$ cat src/logic/ppm_cfg.svh
`ifndef PPM_CFG_SVH
`define PPM_CFG_SVH

// ----------------------------------------------------------------
// pointer register file offsets and reset
// ----------------------------------------------------------------
`define PPM_OFS_PTR_LOW    12'hFF6
`define PPM_OFS_PTR_HIGH   12'hFF7
`define PPM_OFS_PTR_UPPER  12'hFF8
`define PPM_PTR_RST        22'h000000
`define PPM_UPPER_PAD      2'h0
`define PPM_STEP_TWO       22'h000002
`define PPM_ZERO_BYTE      8'h00
`define PPM_WR_DATA_RST    16'h0000

// ----------------------------------------------------------------
// address map (byte addresses, upper bounds exclusive for code)
// ----------------------------------------------------------------
`define PPM_CODE_SPACE_END 22'h200000
`define PPM_LIM_64K        22'h010000
`define PPM_LIM_48K        22'h00C000
`define PPM_LIM_32K        22'h008000
`define PPM_LIM_24K        22'h006000
`define PPM_BOOT_1KW       22'h000800
`define PPM_BOOT_2KW       22'h001000
`define PPM_BOOT_4KW       22'h002000
`define PPM_ID_FIRST       22'h200000
`define PPM_ID_LAST        22'h200007
`define PPM_CFG_FIRST      22'h300000
`define PPM_CFG_LAST       22'h30000D
`define PPM_DEVID_FIRST    22'h3FFFFE
`define PPM_DEVID_LAST     22'h3FFFFF

// ----------------------------------------------------------------
// boot size field codes and serial command codes
// ----------------------------------------------------------------
`define PPM_BOOT_SEL_1KW   2'h0
`define PPM_BOOT_SEL_2KW   2'h1
`define PPM_CMD_CORE       4'h0
`define PPM_CMD_WRITE2     4'hD
`define PPM_CMD_WRITE_GO   4'hF

`endif

$ cat src/logic/ppm_pkg.sv
package ppm_pkg;

    // ------------------------------------------------------------
    // region, variant and carrier types
    // ------------------------------------------------------------
    typedef enum logic [2:0] {
        ppm_rgn_boot   = 3'h0,
        ppm_rgn_code   = 3'h1,
        ppm_rgn_id     = 3'h2,
        ppm_rgn_cfg    = 3'h3,
        ppm_rgn_devid  = 3'h4,
        ppm_rgn_unimpl = 3'h5
    } ppm_region_t;

    typedef enum logic [1:0] {
        ppm_var_large4 = 2'h0,
        ppm_var_large3 = 2'h1,
        ppm_var_small4 = 2'h2,
        ppm_var_small3 = 2'h3
    } ppm_variant_t;

    typedef struct packed {
        logic        valid;
        logic [3:0]  code;
        logic [15:0] data;
    } ppm_cmd_t;

    typedef struct packed {
        ppm_region_t region;
        logic [1:0]  block;
    } ppm_decode_t;

endpackage : ppm_pkg

$ cat src/logic/ppm_map_decode.sv
`include "ppm_cfg.svh"

module ppm_map_decode (
    input  wire logic [21:0]          i_addr,
    input  wire ppm_pkg::ppm_variant_t i_variant,
    input  wire logic                 i_boot_cfg_en,
    input  wire logic [1:0]           i_boot_region_size_field,
    output ppm_pkg::ppm_decode_t      o_dec
);
    import ppm_pkg::*;

    // ------------------------------------------------------------
    // code size and boot size selection
    // ------------------------------------------------------------
    wire logic        is_large;
    wire logic [21:0] code_limit;
    wire logic [21:0] boot_limit;
    wire logic [1:0]  blk_idx;

    assign is_large   = (i_variant == ppm_var_large4) || (i_variant == ppm_var_large3);
    assign code_limit = (i_variant == ppm_var_large4) ? `PPM_LIM_64K :
                        (i_variant == ppm_var_large3) ? `PPM_LIM_48K :
                        (i_variant == ppm_var_small4) ? `PPM_LIM_32K : `PPM_LIM_24K;
    assign boot_limit = (!i_boot_cfg_en) ? `PPM_BOOT_1KW :
                        (i_boot_region_size_field == `PPM_BOOT_SEL_1KW) ? `PPM_BOOT_1KW :
                        (i_boot_region_size_field == `PPM_BOOT_SEL_2KW) ? `PPM_BOOT_2KW :
                        `PPM_BOOT_4KW;
    assign blk_idx    = is_large ? i_addr[15:14] : i_addr[14:13];

    // ------------------------------------------------------------
    // region decode
    // ------------------------------------------------------------
    wire logic in_boot;
    wire logic in_code;
    wire logic in_id;
    wire logic in_cfg;
    wire logic in_devid;

    assign in_boot  = i_addr < boot_limit;
    assign in_code  = (i_addr < code_limit) && !in_boot;
    assign in_id    = (i_addr >= `PPM_ID_FIRST) && (i_addr <= `PPM_ID_LAST);
    assign in_cfg   = (i_addr >= `PPM_CFG_FIRST) && (i_addr <= `PPM_CFG_LAST);
    assign in_devid = (i_addr >= `PPM_DEVID_FIRST) && (i_addr <= `PPM_DEVID_LAST);

    assign o_dec.region = in_boot  ? ppm_rgn_boot  :
                          in_code  ? ppm_rgn_code  :
                          in_id    ? ppm_rgn_id    :
                          in_cfg   ? ppm_rgn_cfg   :
                          in_devid ? ppm_rgn_devid : ppm_rgn_unimpl;
    assign o_dec.block  = in_code ? blk_idx : 2'h0;

endmodule : ppm_map_decode

$ cat src/logic/ppm_ptr_map.sv
`include "ppm_cfg.svh"

module ppm_ptr_map (
    input  wire logic                  i_clk_sys,
    input  wire logic                  i_rst_n,
    input  wire logic [11:0]           i_reg_addr,
    input  wire logic                  i_reg_wr,
    input  wire logic [7:0]            i_reg_wdata,
    output logic [7:0]                 o_reg_rdata,
    input  wire ppm_pkg::ppm_cmd_t     i_cmd,
    input  wire logic                  i_rd_req,
    input  wire ppm_pkg::ppm_variant_t i_variant,
    input  wire logic                  i_boot_cfg_en,
    input  wire logic [1:0]            i_boot_region_size_field,
    input  wire logic [4:0]            i_protect_mask,
    output logic [21:0]                o_mem_addr,
    output ppm_pkg::ppm_region_t       o_mem_region,
    output logic [1:0]                 o_mem_block,
    input  wire logic [7:0]            i_mem_rdata,
    output logic [7:0]                 o_rd_data,
    output logic                       o_rd_valid,
    output logic                       o_mem_wr,
    output logic                       o_prog_start,
    output logic [21:0]                o_wr_addr,
    output logic [15:0]                o_wr_data
);
    import ppm_pkg::*;

    // ------------------------------------------------------------
    // state
    // ------------------------------------------------------------
    logic [21:0] ptr_reg;
    logic [21:0] ptr_next;
    logic [7:0]  reg_rdata_reg;
    logic [7:0]  reg_rdata_next;
    logic [7:0]  rd_data_reg;
    logic [7:0]  rd_data_next;
    logic        rd_valid_reg;
    logic        mem_wr_reg;
    logic        prog_start_reg;
    logic [21:0] wr_addr_reg;
    logic [21:0] wr_addr_next;
    logic [15:0] wr_data_reg;
    logic [15:0] wr_data_next;
    ppm_decode_t dec;

    // ------------------------------------------------------------
    // address decode
    // ------------------------------------------------------------
    ppm_map_decode u_decode (
        .i_addr                   (ptr_reg),
        .i_variant                (i_variant),
        .i_boot_cfg_en            (i_boot_cfg_en),
        .i_boot_region_size_field (i_boot_region_size_field),
        .o_dec                    (dec)
    );

    // ------------------------------------------------------------
    // pointer register file
    // ------------------------------------------------------------
    wire logic wr_low;
    wire logic wr_high;
    wire logic wr_upper;
    wire logic cmd_write2;
    wire logic cmd_write_go;
    wire logic wr_allowed;

    assign wr_low       = i_reg_wr && (i_reg_addr == `PPM_OFS_PTR_LOW);
    assign wr_high      = i_reg_wr && (i_reg_addr == `PPM_OFS_PTR_HIGH);
    assign wr_upper     = i_reg_wr && (i_reg_addr == `PPM_OFS_PTR_UPPER);
    assign cmd_write2   = i_cmd.valid && (i_cmd.code == `PPM_CMD_WRITE2);
    assign cmd_write_go = i_cmd.valid && (i_cmd.code == `PPM_CMD_WRITE_GO);
    // table writes reach id and config too
    assign wr_allowed   = dec.region != ppm_rgn_unimpl;

    assign ptr_next = wr_upper ? {i_reg_wdata[5:0], ptr_reg[15:0]} :
                      wr_high  ? {ptr_reg[21:16], i_reg_wdata, ptr_reg[7:0]} :
                      wr_low   ? {ptr_reg[21:8], i_reg_wdata} :
                      cmd_write2 ? ptr_reg + `PPM_STEP_TWO : ptr_reg;

    // register readback, upper pad reads zero
    assign reg_rdata_next = (i_reg_addr == `PPM_OFS_PTR_LOW)   ? ptr_reg[7:0]  :
                            (i_reg_addr == `PPM_OFS_PTR_HIGH)  ? ptr_reg[15:8] :
                            (i_reg_addr == `PPM_OFS_PTR_UPPER) ?
                                {`PPM_UPPER_PAD, ptr_reg[21:16]} : `PPM_ZERO_BYTE;

    // ------------------------------------------------------------
    // read path
    // ------------------------------------------------------------
    wire logic [3:0] blk_prot;
    wire logic       prot_hit;
    wire logic       read_zero;

    assign blk_prot  = i_protect_mask[4:1];
    assign prot_hit  = ((dec.region == ppm_rgn_boot) && i_protect_mask[0]) ||
                       ((dec.region == ppm_rgn_code) && blk_prot[dec.block]);
    // id, config, device id never masked; unimplemented zero
    assign read_zero = prot_hit || (dec.region == ppm_rgn_unimpl);
    assign rd_data_next = i_rd_req ? (read_zero ? `PPM_ZERO_BYTE : i_mem_rdata)
                                   : rd_data_reg;

    assign wr_addr_next = (cmd_write2 || cmd_write_go) ? ptr_reg : wr_addr_reg;
    assign wr_data_next = (cmd_write2 || cmd_write_go) ? i_cmd.data : wr_data_reg;

    // ------------------------------------------------------------
    // registers
    // ------------------------------------------------------------
    // pointer and readback
    always_ff @(posedge i_clk_sys) begin
        if (!i_rst_n) begin
            ptr_reg       <= `PPM_PTR_RST;
            reg_rdata_reg <= `PPM_ZERO_BYTE;
        end else begin
            ptr_reg       <= ptr_next;
            reg_rdata_reg <= reg_rdata_next;
        end
    end

    // read answer and write strobe
    always_ff @(posedge i_clk_sys) begin
        if (!i_rst_n) begin
            rd_data_reg    <= `PPM_ZERO_BYTE;
            rd_valid_reg   <= 1'b0;
            mem_wr_reg     <= 1'b0;
            prog_start_reg <= 1'b0;
            wr_addr_reg    <= `PPM_PTR_RST;
            wr_data_reg    <= `PPM_WR_DATA_RST;
        end else begin
            rd_data_reg    <= rd_data_next;
            rd_valid_reg   <= i_rd_req;
            mem_wr_reg     <= (cmd_write2 || cmd_write_go) && wr_allowed;
            prog_start_reg <= cmd_write_go && wr_allowed;
            wr_addr_reg    <= wr_addr_next;
            wr_data_reg    <= wr_data_next;
        end
    end

    assign o_reg_rdata  = reg_rdata_reg;
    assign o_mem_addr   = ptr_reg;
    assign o_mem_region = dec.region;
    assign o_mem_block  = dec.block;
    assign o_rd_data    = rd_data_reg;
    assign o_rd_valid   = rd_valid_reg;
    assign o_mem_wr     = mem_wr_reg;
    assign o_prog_start = prog_start_reg;
    assign o_wr_addr    = wr_addr_reg;
    assign o_wr_data    = wr_data_reg;

    // independent code size choice for the unimplemented check
    wire logic [21:0] code_limit_chk;
    assign code_limit_chk = (i_variant == ppm_var_large4) ? `PPM_LIM_64K :
                            (i_variant == ppm_var_large3) ? `PPM_LIM_48K :
                            (i_variant == ppm_var_small4) ? `PPM_LIM_32K : `PPM_LIM_24K;
endmodule : ppm_ptr_map

$ cat config.mk
export PLATFORM = sky130hd
export DESIGN_NAME = ppm_ptr_map
export DESIGN_NICKNAME = d
export VERILOG_FILES = /design/src/logic/ppm_pkg.sv /design/src/logic/ppm_map_decode.sv /design/src/logic/ppm_ptr_map.sv
export VERILOG_INCLUDE_DIRS = /design/src /design/src/logic
export SDC_FILE = /design/constraint.sdc
export NUM_CORES = 1
export LEC_CHECK = 0
export BUFFER_PORTS_ARGS = -buffer_cell sky130_fd_sc_hd__buf_2
export CAP_MARGIN = 20
export CORE_ASPECT_RATIO = 0.5
export CORE_MARGIN = 2
export CORE_UTILIZATION = 54
export DETAILED_ROUTE_END_ITERATION = 8
export PLACE_DENSITY = 0.86
export SKIP_CTS_REPAIR_TIMING = 1
export SYNTH_ARGS = -nofsm -noshare
export SYNTH_HDL_FRONTEND = slang
export SYNTH_HIERARCHICAL = 1
export SYNTH_SLANG_ARGS = --single-unit
$ cat constraint.sdc
create_clock -name i_clk_sys -period 6.5 [get_ports i_clk_sys]
set_clock_uncertainty 0.2 [all_clocks]
set_input_delay 1.3 -clock i_clk_sys [delete_from_list [all_inputs] [get_ports i_clk_sys]]
set_output_delay 1.3 -clock i_clk_sys [all_outputs]
set_load 0.05 [all_outputs]
-- Word level (Yosys, flattened, before mapping)
Index checks and enable logic that the tools add are counted.
Widths: inputs -> output; s select.
- word-level logic and storage cells: 86
- flip-flop bits (word level): 79
- output and inout port bits: 84
- eq/ne operators: 14
- muxes and demuxes: 23
- reductions and logical operators: 27
- $lt $le $gt $ge: 9
- add/sub/neg operators: 1
- bitwise logic cells: 2
- operator list (operator ; number):
    $mux 22 ; 8
    $ge 22x22->1 const B ; 3
    $le 22x22->1 const B ; 3
    $lt 22x22->1 ; 2
    $eq 12x12->1 const B ; 3
    $mux 8 ; 3
    $add 22x2->22 const B ; 1
    $mux 16 ; 1
    $mux 14 ; 1
    $logic_and 1x1->1 ; 13
    $mux 3 ; 4
    $reduce_and 3->1 ; 3
    $eq 4x4->1 const B ; 2
    $mux 6 ; 1
    $ne 2x1->1 const B ; 3
    $reduce_bool 2->1 ; 3
    $eq 2x1->1 const B ; 2
    $logic_not 2->1 ; 2
    $logic_or 1x1->1 ; 4
    $mux 2 ; 2
    $eq 3x1->1 const B ; 1
    $eq 3x3->1 const B ; 1
    $logic_not 3->1 ; 1
    $lt 2x3->1 const B ; 1
    6 further kinds ; 8

-- Depth between registers and ports, before layout
Gate-level depths: netlist of the first run.
- depth after elaboration: 14
- mapped depth: 12
- mapped depth without buffers: 12

-- Modules after synthesis
Netlist of the first run, hierarchy kept.
- by module, submodules not included (module ; area each (um^2) ; times used ; cells each):
    ppm_ptr_map ; 3643.5 ; 1 ; 443
    ppm_map_decode ; 377.9 ; 1 ; 52

-- Least setup slack after synthesis of the first run
No wires, ideal clock.
- kind: input -> register
- start point: in i_variant[0]
- end point: reg rd_data_reg[7] (netlist: o_rd_data[7])
- stages: 12
- buffers on the path: 0
- setup time: 0.061 ns
- setup slack: 1.323 ns
- data arrival time: 4.915 ns
- data required time: 6.239 ns
- cell sequence: inv_1 > ha_1 > inv_1 > ha_1 > a211oi_1 > o21ai_0 > nor3_1 > mux4_2 > o21ai_0 > o21ai_0 > a21oi_1 > a32o_1
- cells in the longest elaborated chain, start to end: 13
- RTL lines (item ; line ; source):
    start: declaration ; ppm_ptr_map.sv:12 ; input wire ppm_pkg::ppm_variant_t i_variant,
    $eq 2x2->1 ; ppm_map_decode.sv:23 ; (i_variant == ppm_var_small4) ? `PPM_LIM_32K : `PPM_LIM_24K;
    $mux 16 (no source line) ; - ;
    $mux 22 (no source line) (2 in a row) ; - ;
    $lt 22x22->1 ; ppm_map_decode.sv:40 ; assign in_code = (i_addr < code_limit) && !in_boot;
    $logic_and 1x1->1 ; ppm_map_decode.sv:40 ;
    $mux 2 * ; ppm_map_decode.sv:50 ; assign o_dec.block = in_code ? blk_idx : 2'h0;
    net o_mem_block[0] ; ppm_ptr_map.sv:18 ; output logic [1:0] o_mem_block,
    $bmux 1 s2 * ; ppm_ptr_map.sv:96 ; ((dec.region == ppm_rgn_code) && blk_prot[dec.block]);
    $mux 1 (implied by the code) * ; ppm_ptr_map.sv:96 ;
    $logic_and 1x1->1 * ; ppm_ptr_map.sv:96 ;
    $logic_or 1x1->1 * ; ppm_ptr_map.sv:95 ; assign prot_hit = ((dec.region == ppm_rgn_boot) && i_protect_mask[0]) ||
    $logic_or 1x1->1 * ; ppm_ptr_map.sv:98 ; assign read_zero = prot_hit || (dec.region == ppm_rgn_unimpl);
    $mux 8 * ; ppm_ptr_map.sv:99 ; assign rd_data_next = i_rd_req ? (read_zero ? `PPM_ZERO_BYTE : i_mem_rdata)
    end signal: assignment ; ppm_ptr_map.sv:122 ; rd_data_reg <= `PPM_ZERO_BYTE;
    end signal: assignment ; ppm_ptr_map.sv:129 ; rd_data_reg <= rd_data_next;
    end: declaration ; ppm_ptr_map.sv:36 ; logic [7:0] rd_data_reg;
Mark *: on every way through the listed nets, which the timed path passes. The rest lies on a longest branch. The select of a mux whose other input is x is not followed.
A chain may end at the register's enable or synchronous reset.

-- Worst setup path in the final report of the first run
- start point: in i_variant[0]
- end point: out o_mem_block[0]
- cells in the longest elaborated chain, start to end: 7
- RTL lines (item ; line):
    $eq 2x2->1 ; ppm_map_decode.sv:23
    $mux 16 (no source line) ; -
    $mux 22 (no source line) (2 in a row) ; -
    $lt 22x22->1 ; ppm_map_decode.sv:40
    $logic_and 1x1->1 ; ppm_map_decode.sv:40
    $mux 2 * ; ppm_map_decode.sv:50
    end: declaration ; ppm_ptr_map.sv:18
Every way passes the cells marked *; elsewhere a longest branch is shown, timed or not.

==> summary.txt, run 1 <==
Run status
  • Status: finished, final reports clean

CTS
  • Reg clk slew, reported paths: 60 ps
  • CTS Buffer Depth: 2
  • CTS tree: built
  • TritonCTS Buffers: 9
  • H-tree depth: 3
  • Clk sinks: 79
  • Root Buffer: clkbuf_16
  • Clk_lat worst skew: 340 ps

Power
  • Leak: 2.16 nW
  • Max VDD drop: 131 uV
  • Pwr dens: 212 nW/um^2

Cells and area
  • Fin nets: 696
  • Storage element area: 1580 sq um
  • P&R area growth vs syn: 25.5%
  • Fill cell count: 589
  • Number of diodes: 0
  • Layout cells sized above 1: 30.7%
  • Multi-input gate area: 2280 sq um

Yosys
  • Top cell type's share of synthesized area: 39.3%
  • Synth Register Bits: 79
  • Cell with the most instances after synthesis: nand2_1
  • Synth async-reset ratio: 0%
  • Largest area contributor in the netlist: dfxtp_1
  • Synth Flop Type: dfxtp_1
  • Post-synthesis sequential area ratio: 39.3%
  • Syn_nets: 567
  • Synthesis warning total: 6
  • Top post-synthesis cells by count: nand2_1, dfxtp_1, a21oi_1
  • Post-synth EDFFs: 0
  • Largest cells by area after synthesis: dfxtp_1, nand2_1, a21oi_1
  • Synth Area per Inst: 8.12 sq um
  • Post-synthesis cell count: 495
  • Mapped cell area: 4020 sq um
  • Netlist cell types: 57

GRT
  • Largest net degree at the start of global routing: 62
  • First-pass GRT wire length: 18800 um
  • Overall global routing resource usage: 28.6%
  • Total global routing overflow: 0
  • Antenna violations before repair: 0
  • Number of global-route vias before repair: 3850

Routing
  • Routed WL: 11700 um
  • Antenna Nets Post-Route: 0
  • Via count: 4301
  • Drt initial violations: 429
  • Routed wire per std cell: 16.1 um
  • DR DRC count: 0
  • Pre-antenna DRT Iters: 6
  • Detailed-route vias per instance: 5.93

Worst setup path
  • Crit path max-delay cell type: buf_2
  • Crit Path Class: in -> out
  • CP Launch Type: primary input
  • Worst EP required: 5000 ps
  • Crit-path cells: buf_2, inv_1, ha_1, inv_1, ha_1, a211oi_1, o21ai_0, nor3_1, buf_2
  • CP Depth: 9
  • Crit path max fanout: 3
  • Largest stage delay on the critical path: 320 ps
  • Crit. End Element: primary output
  • Cell family with most CP delay: buffers and inverters
  • Arrival time at the worst endpoint: 3060 ps
  • Buf/Inv on CP: 4
  • Worst R2R Path Depth: 9

Timing
  • Hold Fails Final Rpt: 0
  • Post-Route Hold Slack: 251 ps
  • Setup Total Neg Slack: 0 ps
  • Final Critical Period: 4560 ps
  • Finish-stage setup viols: 0
  • Max_slew headroom: 28.8%
  • Fmax: 219 MHz
  • Unrepaired setup endpoints after global routing: no
  • Slew of the pin with the lowest slew margin: 1060 ps
  • Final Max Slew Viols: 0
  • Fin crit share: 70.1%

Hold path
  • Worst hold stages: 2
  • HP Class: reg -> reg

Die
  • Die X: 126 um
  • Initial Utilization: 55.3%
  • Die ar.: 8200 sq um
  • Die H: 65.0 um
  • Io pins: 147
  • Cell Rows: 22
  • CORE AREA: 7270 sq um

Placement
  • Gp weighted congestion: 0.991
  • Post-DP HPWL: 8040 um
  • Port Buffers: 146

Flow run
  • Max-cap violations: 0
==> through the flow <==
step	worst slack [ps]	cell area, sq um	instances	util [%]	total power, W
floorplan	1320	4020	495	-	0.000561
global placement	1920	4760	709	65.5	0.000595
detailed placement	1850	4760	709	65.5	0.000597
CTS	1930	5050	725	69.5	0.00108
global route	1840	5050	725	69.5	0.00111
finish	1940	5050	725	69.5	0.00107
==> flip-flops by register name, summed over array words and instances (netlist names), named ones only <==
| signal | count |
|---|---|
| o_prog_start | 1 |
| o_reg_rdata | 8 |
| o_wr_data | 16 |
| o_rd_valid | 1 |
| o_wr_addr | 22 |
| o_mem_addr | 21 |
| o_mem_wr | 1 |
| o_rd_data | 8 |
==> path summary, 6_finish.rpt <==
| check | from | to | slack, ps |
|---|---|---|---|
| min | o_wr_addr[16] | o_wr_addr[16] | 250 |
| max reg2reg | o_mem_addr[14] | o_rd_data[7] | 2800 |
| min reg2reg | o_wr_addr[16] | o_wr_addr[16] | 250 |
| max | i_variant[0] | o_mem_block[0] | 1940 |
==> power by group <==
part	switching, W	internal (W)	total (W)
registers	0.00000312	0.000489	0.000493
clock network	0.000219	0.000267	0.000486
logic	0.0000632	0.0000308	0.0000940
total	0.000285	0.000787	0.00107
==> layout make-up <==
class | instances | share of cell area (%)
clock buffer | 9 | 4.46
clock inverter | 7 | 1.26
inverter | 7 | 0.521
multi-input combinational | 378 | 45.1
sequential | 79 | 31.3
tap | 96 | 2.38
timing repair buffer | 149 | 14.9
==> kinds of logic after synthesis <==
logic type | share of synthesized area (%)
AOI/OAI and AO/OA | 19.5
xor gates and xnor gates | 2.83
adders and majority gates | 2.80
buffers and inverters | 4.04
DFF | 39.3
muxes | 3.80
and+or+nand+nor | 27.7
==> placed cells by master, fill, tap and decap left out, types with 2 or more instances in the layout <==
master,instances
buf_2,146
nand2_1,99
dfxtp_1,79
a21oi_1,53
nor2_1,32
nand3_1,24
o21ai_0,14
mux2i_1,13
xor2_1,12
nand4_1,10
a31o_2,10
ha_1,9
clkbuf_16,9
nor4_1,8
or3_1,8
a211oi_1,7
inv_1,6
nor3_1,6
o22ai_1,6
a31oi_1,5
and3_1,5
and4_1,4
o211ai_1,4
nand2b_1,3
nor3_2,3
nand3b_1,3
o31ai_1,3
a32o_1,3
a21boi_0,3
buf_4,3
nand4_2,2
a2111oi_4,2
a311oi_1,2
o21a_1,2
or4_1,2
and2_1,2
inv_8,2
inv_6,2
clkinvlp_4,2
==> tightest hold or removal path, stage by stage (launching register included) <==
cell and delay [ps]:
dfxtp_1 300, nand2_1 50, a21oi_1 50
==> layer usage <==
layer / track usage [%] / vias to the layer above / share of wire, %
met1: 39.2 / 1972 / 44
met5: 0 / - / 0
met4: 9.34 / 0 / 2.1
met2: 44.0 / 255 / 43
li1: - / 2044 / -
met3: 7.76 / 30 / 11
No activity file was read; power rests on OpenSTA's default activity.
==> inputs of run 2 (changes only) <==
--- a/config.mk
+++ b/config.mk
@@ -6,13 +6,14 @@
 export SDC_FILE = /design/constraint.sdc
 export NUM_CORES = 1
 export LEC_CHECK = 0
+export ABC_AREA = 1
 export BUFFER_PORTS_ARGS = -buffer_cell sky130_fd_sc_hd__buf_2
 export CAP_MARGIN = 20
 export CORE_ASPECT_RATIO = 0.5
 export CORE_MARGIN = 2
-export CORE_UTILIZATION = 54
+export CORE_UTILIZATION = 50
 export DETAILED_ROUTE_END_ITERATION = 8
-export PLACE_DENSITY = 0.86
+export PLACE_DENSITY = 0.8
 export SKIP_CTS_REPAIR_TIMING = 1
 export SYNTH_ARGS = -nofsm -noshare
 export SYNTH_HDL_FRONTEND = slang
==> constraint.sdc (replaced) <==
create_clock -name i_clk_sys -period 4.21 [get_ports i_clk_sys]
set_clock_uncertainty 0.2 [all_clocks]
set_input_delay 0.842 -clock i_clk_sys [delete_from_list [all_inputs] [get_ports i_clk_sys]]
set_output_delay 0.842 -clock i_clk_sys [all_outputs]
set_load 0.05 [all_outputs]
==> run 2 against run 1 <==
Effect of this change:
- hold slack gained 26 ps
- final area grew 6.9%
- core utilization shrank 2.8 points
- power grew 74%
- largest power group is now the clock network
- highest routed layer unchanged
==> summary.txt, run 2 <==
Cells and area
  • Storage element area: 1580 sq um (unchanged)
  • Multi-input gate area: 2330 sq um (+2.5%)
  • Fin nets: 852 (+22%)
  • Max reg flops: 22 (unchanged)
  • P&R area growth vs syn: 27.8%
  • Layout cells sized above 1: 24.3% (-6.4 points)
  • Commonest non-fill, non-tap cells in the layout: buf_2, nand2_1, nor2_1
  • Fill cell count: 742 (+26%)
  • Number of diodes: 0 (unchanged)
  • Most common cell after layout, fill and taps aside: buf_2

Worst setup path
  • Buf/Inv on CP: 4 (unchanged)
  • Most used cell, CP: nand2_1
  • Crit. End Element: primary output
  • Crit path max fanout: 4 (+1)
  • CP Launch Type: primary input
  • Crit path max-delay cell type: buf_2
  • Largest stage delay on the critical path: 310 ps (about the same)
  • Cell family with most CP delay: simple AND/OR/NAND/NOR gates
  • Crit Path Class: in -> out
  • Crit-path cells: buf_2, inv_1, ha_1, inv_1, ha_1, nand2_1, nand2_1, nand2_1, nand2_1, nor2_1, nand3_1, nor2_1, buf_2
  • Arrival time at the worst endpoint: 2600 ps (-460 ps)
  • Worst EP required: 3170 ps (-1830 ps)

Placement
  • Post-DP HPWL: 9320 um (+16%)
  • Post-placement setup slack: 583 ps (-1270 ps)
  • Port Buffers: 146 (unchanged)
  • Gp weighted congestion: 0.988 (-0.29%)

CTS
  • Clk_lat worst skew: 340 ps (about the same)
  • Reg clk slew, reported paths: 60 ps (about the same)
  • Root Buffer: clkbuf_16
  • Clk sinks: 79 (unchanged)
  • H-tree depth: 3 (unchanged)
  • CTS tree: built
  • CTS Buffer Depth: 2 (unchanged)
  • TritonCTS Buffers: 9 (unchanged)

GRT
  • First-pass GRT wire length: 19100 um (+1.2%)
  • Overall global routing resource usage: 26.8% (-1.8 points)
  • Total global routing overflow: 0 (unchanged)
  • Largest net degree at the start of global routing: 46 (-26%)
  • Antenna violations before repair: 0 (unchanged)
  • Number of global-route vias before repair: 3912 (+1.6%)

Die
  • Initial Utilization: 52.2% (-3.1 points)
  • Die ar.: 9240 sq um (+13%)
  • Cell Rows: 23 (+4.5%)
  • Io pins: 147 (unchanged)
  • CORE AREA: 8090 sq um (+11%)
  • Die H: 69.0 um (+6.1%)
  • Die X: 134 um (+6.3%)

Timing
  • Final Max Slew Viols: 0 (unchanged)
  • Slew of the pin with the lowest slew margin: 848 ps (-214 ps)
  • Max_slew headroom: 43.1% (+14 points)
  • Final Critical Period: 3640 ps
  • Fin crit share: 86.4%
  • Fmax: 275 MHz
  • Setup Total Neg Slack: 0 ps (unchanged)
  • Unrepaired setup endpoints after global routing: no
  • Hold Fails Final Rpt: 0 (unchanged)
  • Finish-stage setup viols: 0 (unchanged)
  • Final worst slack: 571 ps (-1370 ps)

Yosys
  • Mapped cell area: 4220 sq um (+4.9%)
  • Largest family of logic cells by synthesized area: simple AND/OR/NAND/NOR gates
  • Top cell type's share of synthesized area: 37.5% (-1.9 points)
  • Post-synthesis sequential area ratio: 37.5% (-1.9 points)
  • Synth Flop Type: dfxtp_1
  • Top post-synthesis cells by count: nand2_1, nor2_1, dfxtp_1
  • Largest cells by area after synthesis: dfxtp_1, nand2_1, nor2_1
  • Post-synthesis cell count: 633 (+28%)
  • Post-Synth XOR/XNOR Area: 2.08% (-0.76 points)
  • Cell with the most instances after synthesis: nand2_1
  • Synthesis warning total: 6 (unchanged)
  • Adder-cell area share of the yosys netlist: 2.67% (-0.13 points)
  • Mux contribution to synthesized area: 0.474% (-3.3 points)
  • Post-synthesis simple-gate area fraction: 33.7% (+6.0 points)
  • Largest area contributor in the netlist: dfxtp_1
  • Synth async-reset ratio: 0% (unchanged)
  • Synth Area per Inst: 6.67 sq um (-18%)
  • Post-synth EDFFs: 0 (unchanged)
  • Post-synthesis compound-gate area fraction: 16.4% (-3.1 points)
  • Synth Register Bits: 79 (unchanged)
  • Netlist cell types: 34 (-40%)
  • Syn_nets: 705 (+24%)

Power
  • Max VDD drop: 188 uV (+43%)
  • Leak: 2.69 nW (+25%)
  • Pwr dens: 346 nW/um^2 (+63%)

Routing
  • Met3 wire len: 1620 um (+29%)
  • Via count: 4698 (+9.2%)
  • Routed WL: 12700 um (+8.7%)
  • M1 wire length: 5320 um (+3.1%)
  • DR DRC count: 0 (unchanged)
  • Pre-antenna DRT Iters: 6 (unchanged)
  • Detailed-route vias per instance: 5.24 (-12%)
  • Routed wire per std cell: 14.1 um (-12%)
  • WL met2: 5570 um (+11%)
  • Drt initial violations: 367 (-14%)
  • Highest routed layer: met4
  • Antenna Nets Post-Route: 0 (unchanged)

Run status
  • Status: finished, final reports clean

Flow run
  • Max-cap violations: 0 (unchanged)

Hold path
  • HP Class: reg -> reg
run 2: path summary, 6_finish.rpt:
path	start	to	slack, ps	cells after the start
worst max-delay path	i_variant[0]	o_mem_block[0]	570	13
worst min-delay path	o_wr_addr[10]	o_wr_addr[10]	280	2
worst max register to register	o_mem_addr[16]	o_rd_data[5]	1380	16
worst min register to register	o_wr_addr[10]	o_wr_addr[10]	280	2
run 2: power breakdown:
group	total (W)	internal [W]	switching (W)
registers	0.000784	0.000769	0.0000145
clock network	0.000829	0.000521	0.000309
logic	0.000253	0.0000722	0.000181
total	0.00187	0.00136	0.000504
run 2: area by class of cell:
type / count / share of cell area (%)
Multi-Input combinational cell: 473 / 43.3
Sequential cell: 79 / 29.3
Timing Repair Buffer: 153 / 14.5
Inverter: 64 / 4.45
Clock buffer: 11 / 4.31
Tap cell: 112 / 2.60
Clock inverter: 5 / 1.51
run 2: per-stage QoR:
step                      instance area [sq um]  total power [W]  instances  util (%)  hold slack (ps)
final                                      5390          0.00187        897      66.7              277
after global placement                     5080          0.00105        881      62.8              257
after detailed placement                   5080          0.00105        881      62.8              268
after global routing                       5390          0.00192        897      66.7              298
after CTS                                  5390          0.00187        897      66.7              282
after floorplan                            4220         0.000967        633         -              501
run 2: cells by family after synthesis:
family                   count (synthesis)
AND/OR/NAND/NOR                        320
AO/OA/AOI/OAI                          132
buffers and inverters                   81
flip-flops                              79
XOR/XNOR                                10
adder cells (fa/ha/maj)                  9
multiplexers                             2
run 2: tightest hold or removal path: stages (launching register included):
cell	delay, ps
dfxtp_1	320
nor2_1	40
nor2_1	80
run 2: per-layer routing:
layer / vias up / track usage, %
met5: - / 0
met4: 0 / 8.64
met3: 21 / 8.48
met2: 253 / 43.5
met1: 2083 / 34.6
li1: 2341 / -
==> inputs of run 3 (changes only) <==
--- a/config.mk
+++ b/config.mk
@@ -9,11 +9,14 @@
 export ABC_AREA = 1
 export BUFFER_PORTS_ARGS = -buffer_cell sky130_fd_sc_hd__buf_2
 export CAP_MARGIN = 20
+export CELL_PAD_IN_SITES_DETAIL_PLACEMENT = 1
+export CELL_PAD_IN_SITES_GLOBAL_PLACEMENT = 2
 export CORE_ASPECT_RATIO = 0.5
 export CORE_MARGIN = 2
-export CORE_UTILIZATION = 50
+export CORE_UTILIZATION = 26
+export CTS_BUF_LIST = sky130_fd_sc_hd__clkbuf_16
 export DETAILED_ROUTE_END_ITERATION = 8
-export PLACE_DENSITY = 0.8
+export PLACE_DENSITY_LB_ADDON = 0.1
 export SKIP_CTS_REPAIR_TIMING = 1
 export SYNTH_ARGS = -nofsm -noshare
 export SYNTH_HDL_FRONTEND = slang
==> run 3 against run 2 <==
Effect of this change:
- setup slack worse by 32 ps
- sequential share of layout area down 0.64 points
- clock power down 3.4%
- count of clock-buffer cells in the layout down 2
- final area up 2.2%
- maximum frequency down 0.87%
- sequential cell count unchanged
- power down 1.1%
- first-iteration DRC count down 46%
==> summary.txt, run 3 (synthesized netlist as in run 2, its figures left out) <==
Run status
  • Status: finished, final reports clean

Placement
  • Port Buffers: 146 (unchanged)
  • Post-placement setup slack: 515 ps (-68.2 ps)
  • Gp weighted congestion: 0.865 (-12%)
  • Post-DP HPWL: 12800 um (+37%)

Timing
  • Final Critical Period: 3670 ps (+31.9 ps)
  • Fin crit share: 87.2% (+0.76 points)
  • Fmax: 272 MHz (-0.87%)
  • Setup Total Neg Slack: 0 ps (unchanged)
  • Finish-stage setup viols: 0 (unchanged)
  • Unrepaired setup endpoints after global routing: no
  • Max_slew headroom: 46.8% (+3.7 points)
  • Final worst slack: 539 ps (-31.9 ps)
  • Final Max Slew Viols: 0 (unchanged)
  • Hold Fails Final Rpt: 0 (unchanged)
  • Slew of the pin with the lowest slew margin: 793 ps (-55.0 ps)

Routing
  • Routed WL: 16500 um (+30%)
  • Via count: 4603 (-2.0%)
  • DR DRC count: 0 (unchanged)
  • Pre-antenna DRT Iters: 4 (-2)
  • Drt initial violations: 200 (-46%)
  • Detailed-route vias per instance: 4.58 (-13%)
  • Routed wire per std cell: 16.4 um (+16%)
  • Antenna Nets Post-Route: 0 (unchanged)

Die
  • CORE AREA: 15700 sq um (+94%)
  • Die X: 184 um (+38%)
  • Die ar.: 17300 sq um (+88%)
  • Cell Rows: 32 (+39%)
  • Io pins: 147 (unchanged)
  • Die H: 94.1 um (+36%)
  • Initial Utilization: 27.0% (-25 points)

Power
  • Pwr dens: 335 nW/um^2 (-3.3%)
  • Max VDD drop: 175 uV (-6.8%)
  • Leak: 2.68 nW (-0.10%)
  • Power Total: 0.00184 W (-1.1%)

Worst setup path
  • Crit. End Element: primary output
  • Arrival time at the worst endpoint: 2630 ps (+30 ps)
  • Reg-to-reg startpoint: o_mem_addr[14]
  • FF-to-FF End: o_rd_data[3]
  • Crit path max fanout: 4 (unchanged)
  • CP Launch Type: primary input
  • Worst EP required: 3170 ps (about the same)
  • Worst R2R Path Depth: 14 (-2)
  • Reg-to-reg slack, setup: 1330 ps (-50 ps)
  • Crit Path Class: in -> out

Cells and area
  • Layout cells sized above 1: 24.5% (+0.13 points)
  • P&R area growth vs syn: 30.7%
  • Post-route core utilization: 35.2% (-31 points)
  • Commonest non-fill, non-tap cells in the layout: buf_2, nand2_1, nor2_1
  • Fin nets: 852 (unchanged)
  • Fill cell count: 2055 (+180%)
  • Max reg flops: 22 (unchanged)
  • Most common cell after layout, fill and taps aside: buf_2
  • Multi-input gate area: 2330 sq um (unchanged)
  • Number of diodes: 0 (unchanged)
  • Storage element area: 1580 sq um (unchanged)

GRT
  • First-pass GRT wire length: 25500 um (+34%)
  • Total global routing overflow: 0 (unchanged)
  • Grt met1 use: 27.8% (-6.9 points)
  • Largest net degree at the start of global routing: 41 (-11%)
  • Antenna violations before repair: 0 (unchanged)
  • Most Crowded Layer GR: met2
  • Routing usage on met3: 4.57% (-3.9 points)
  • Met2 global-route usage: 30.0% (-13 points)
  • Overall global routing resource usage: 19.6% (-7.2 points)
  • Number of global-route vias before repair: 4529 (+16%)

CTS
  • H-tree depth: 3 (unchanged)
  • Clk sinks: 79 (unchanged)
  • Clk_lat worst skew: 350 ps (about the same)
  • Reg clk slew, reported paths: 60 ps (about the same)
  • CTS Buffer Depth: 2 (unchanged)
  • Root Buffer: clkbuf_16
  • TritonCTS Buffers: 9 (unchanged)
  • CTS tree: built

Hold path
  • HP Start: o_wr_addr[15]
  • Worst hold stages: 2 (unchanged)
  • HP Class: reg -> reg
  • Hold-critical path endpoint: o_wr_addr[15]

Flow run
  • Max-cap violations: 0 (unchanged)
-- run 3: metrics by stage --
stage	std cells	area, sq um	hold WS [ps]
4_1_cts	1006	5510	280
3_5_place_dp	990	5220	267
6_report	1006	5510	278
3_3_place_gp	990	5220	258
5_1_grt	1006	5510	302
2_1_floorplan	633	4220	501
-- run 3: where the power goes --
part | switching [W] | internal [W] | leakage, nW | total [W]
clock network | 0.000340 | 0.000461 | 0.147 | 0.000801
logic | 0.000188 | 0.0000718 | 1.90 | 0.000260
registers | 0.0000156 | 0.000769 | 0.642 | 0.000784
-- run 3: critical path, stage by stage --
cell	delay, ps
buf_2	110
inv_1	70
ha_1	290
inv_1	40
ha_1	290
nand2_1	80
nand2_1	50
nand2_1	50
nand2_1	50
nor2_1	120
nand3_1	110
nor2_1	220
buf_2	310
-- run 3: routing by layer --
metal,part of all wire (%),vias to the layer above
li1,-,2351
met1,53,2121
met2,41,123
met3,5.6,8
met4,0.57,0
met5,0,-
-- run 3: worst max-delay path by stage --
stage / from / to
2_1_floorplan: i_variant[0] / o_mem_block[0]
3_3_place_gp: i_variant[0] / o_mem_block[0]
3_5_place_dp: i_variant[0] / o_rd_data[0]
4_1_cts: i_variant[0] / o_mem_block[0]
5_1_grt: i_variant[0] / o_mem_block[0]
6_report: i_variant[0] / o_mem_block[0]
-- run 3: area by class of cell --
| class | instances | area share, % |
|---|---|---|
| clock buffers | 9 | 4.08 |
| clock inverters | 7 | 1.32 |
| multi-input cells | 473 | 42.3 |
| repair buffers | 153 | 14.2 |
| well taps | 221 | 5.01 |
| flip-flops and latches | 79 | 28.7 |
| inverters | 64 | 4.36 |
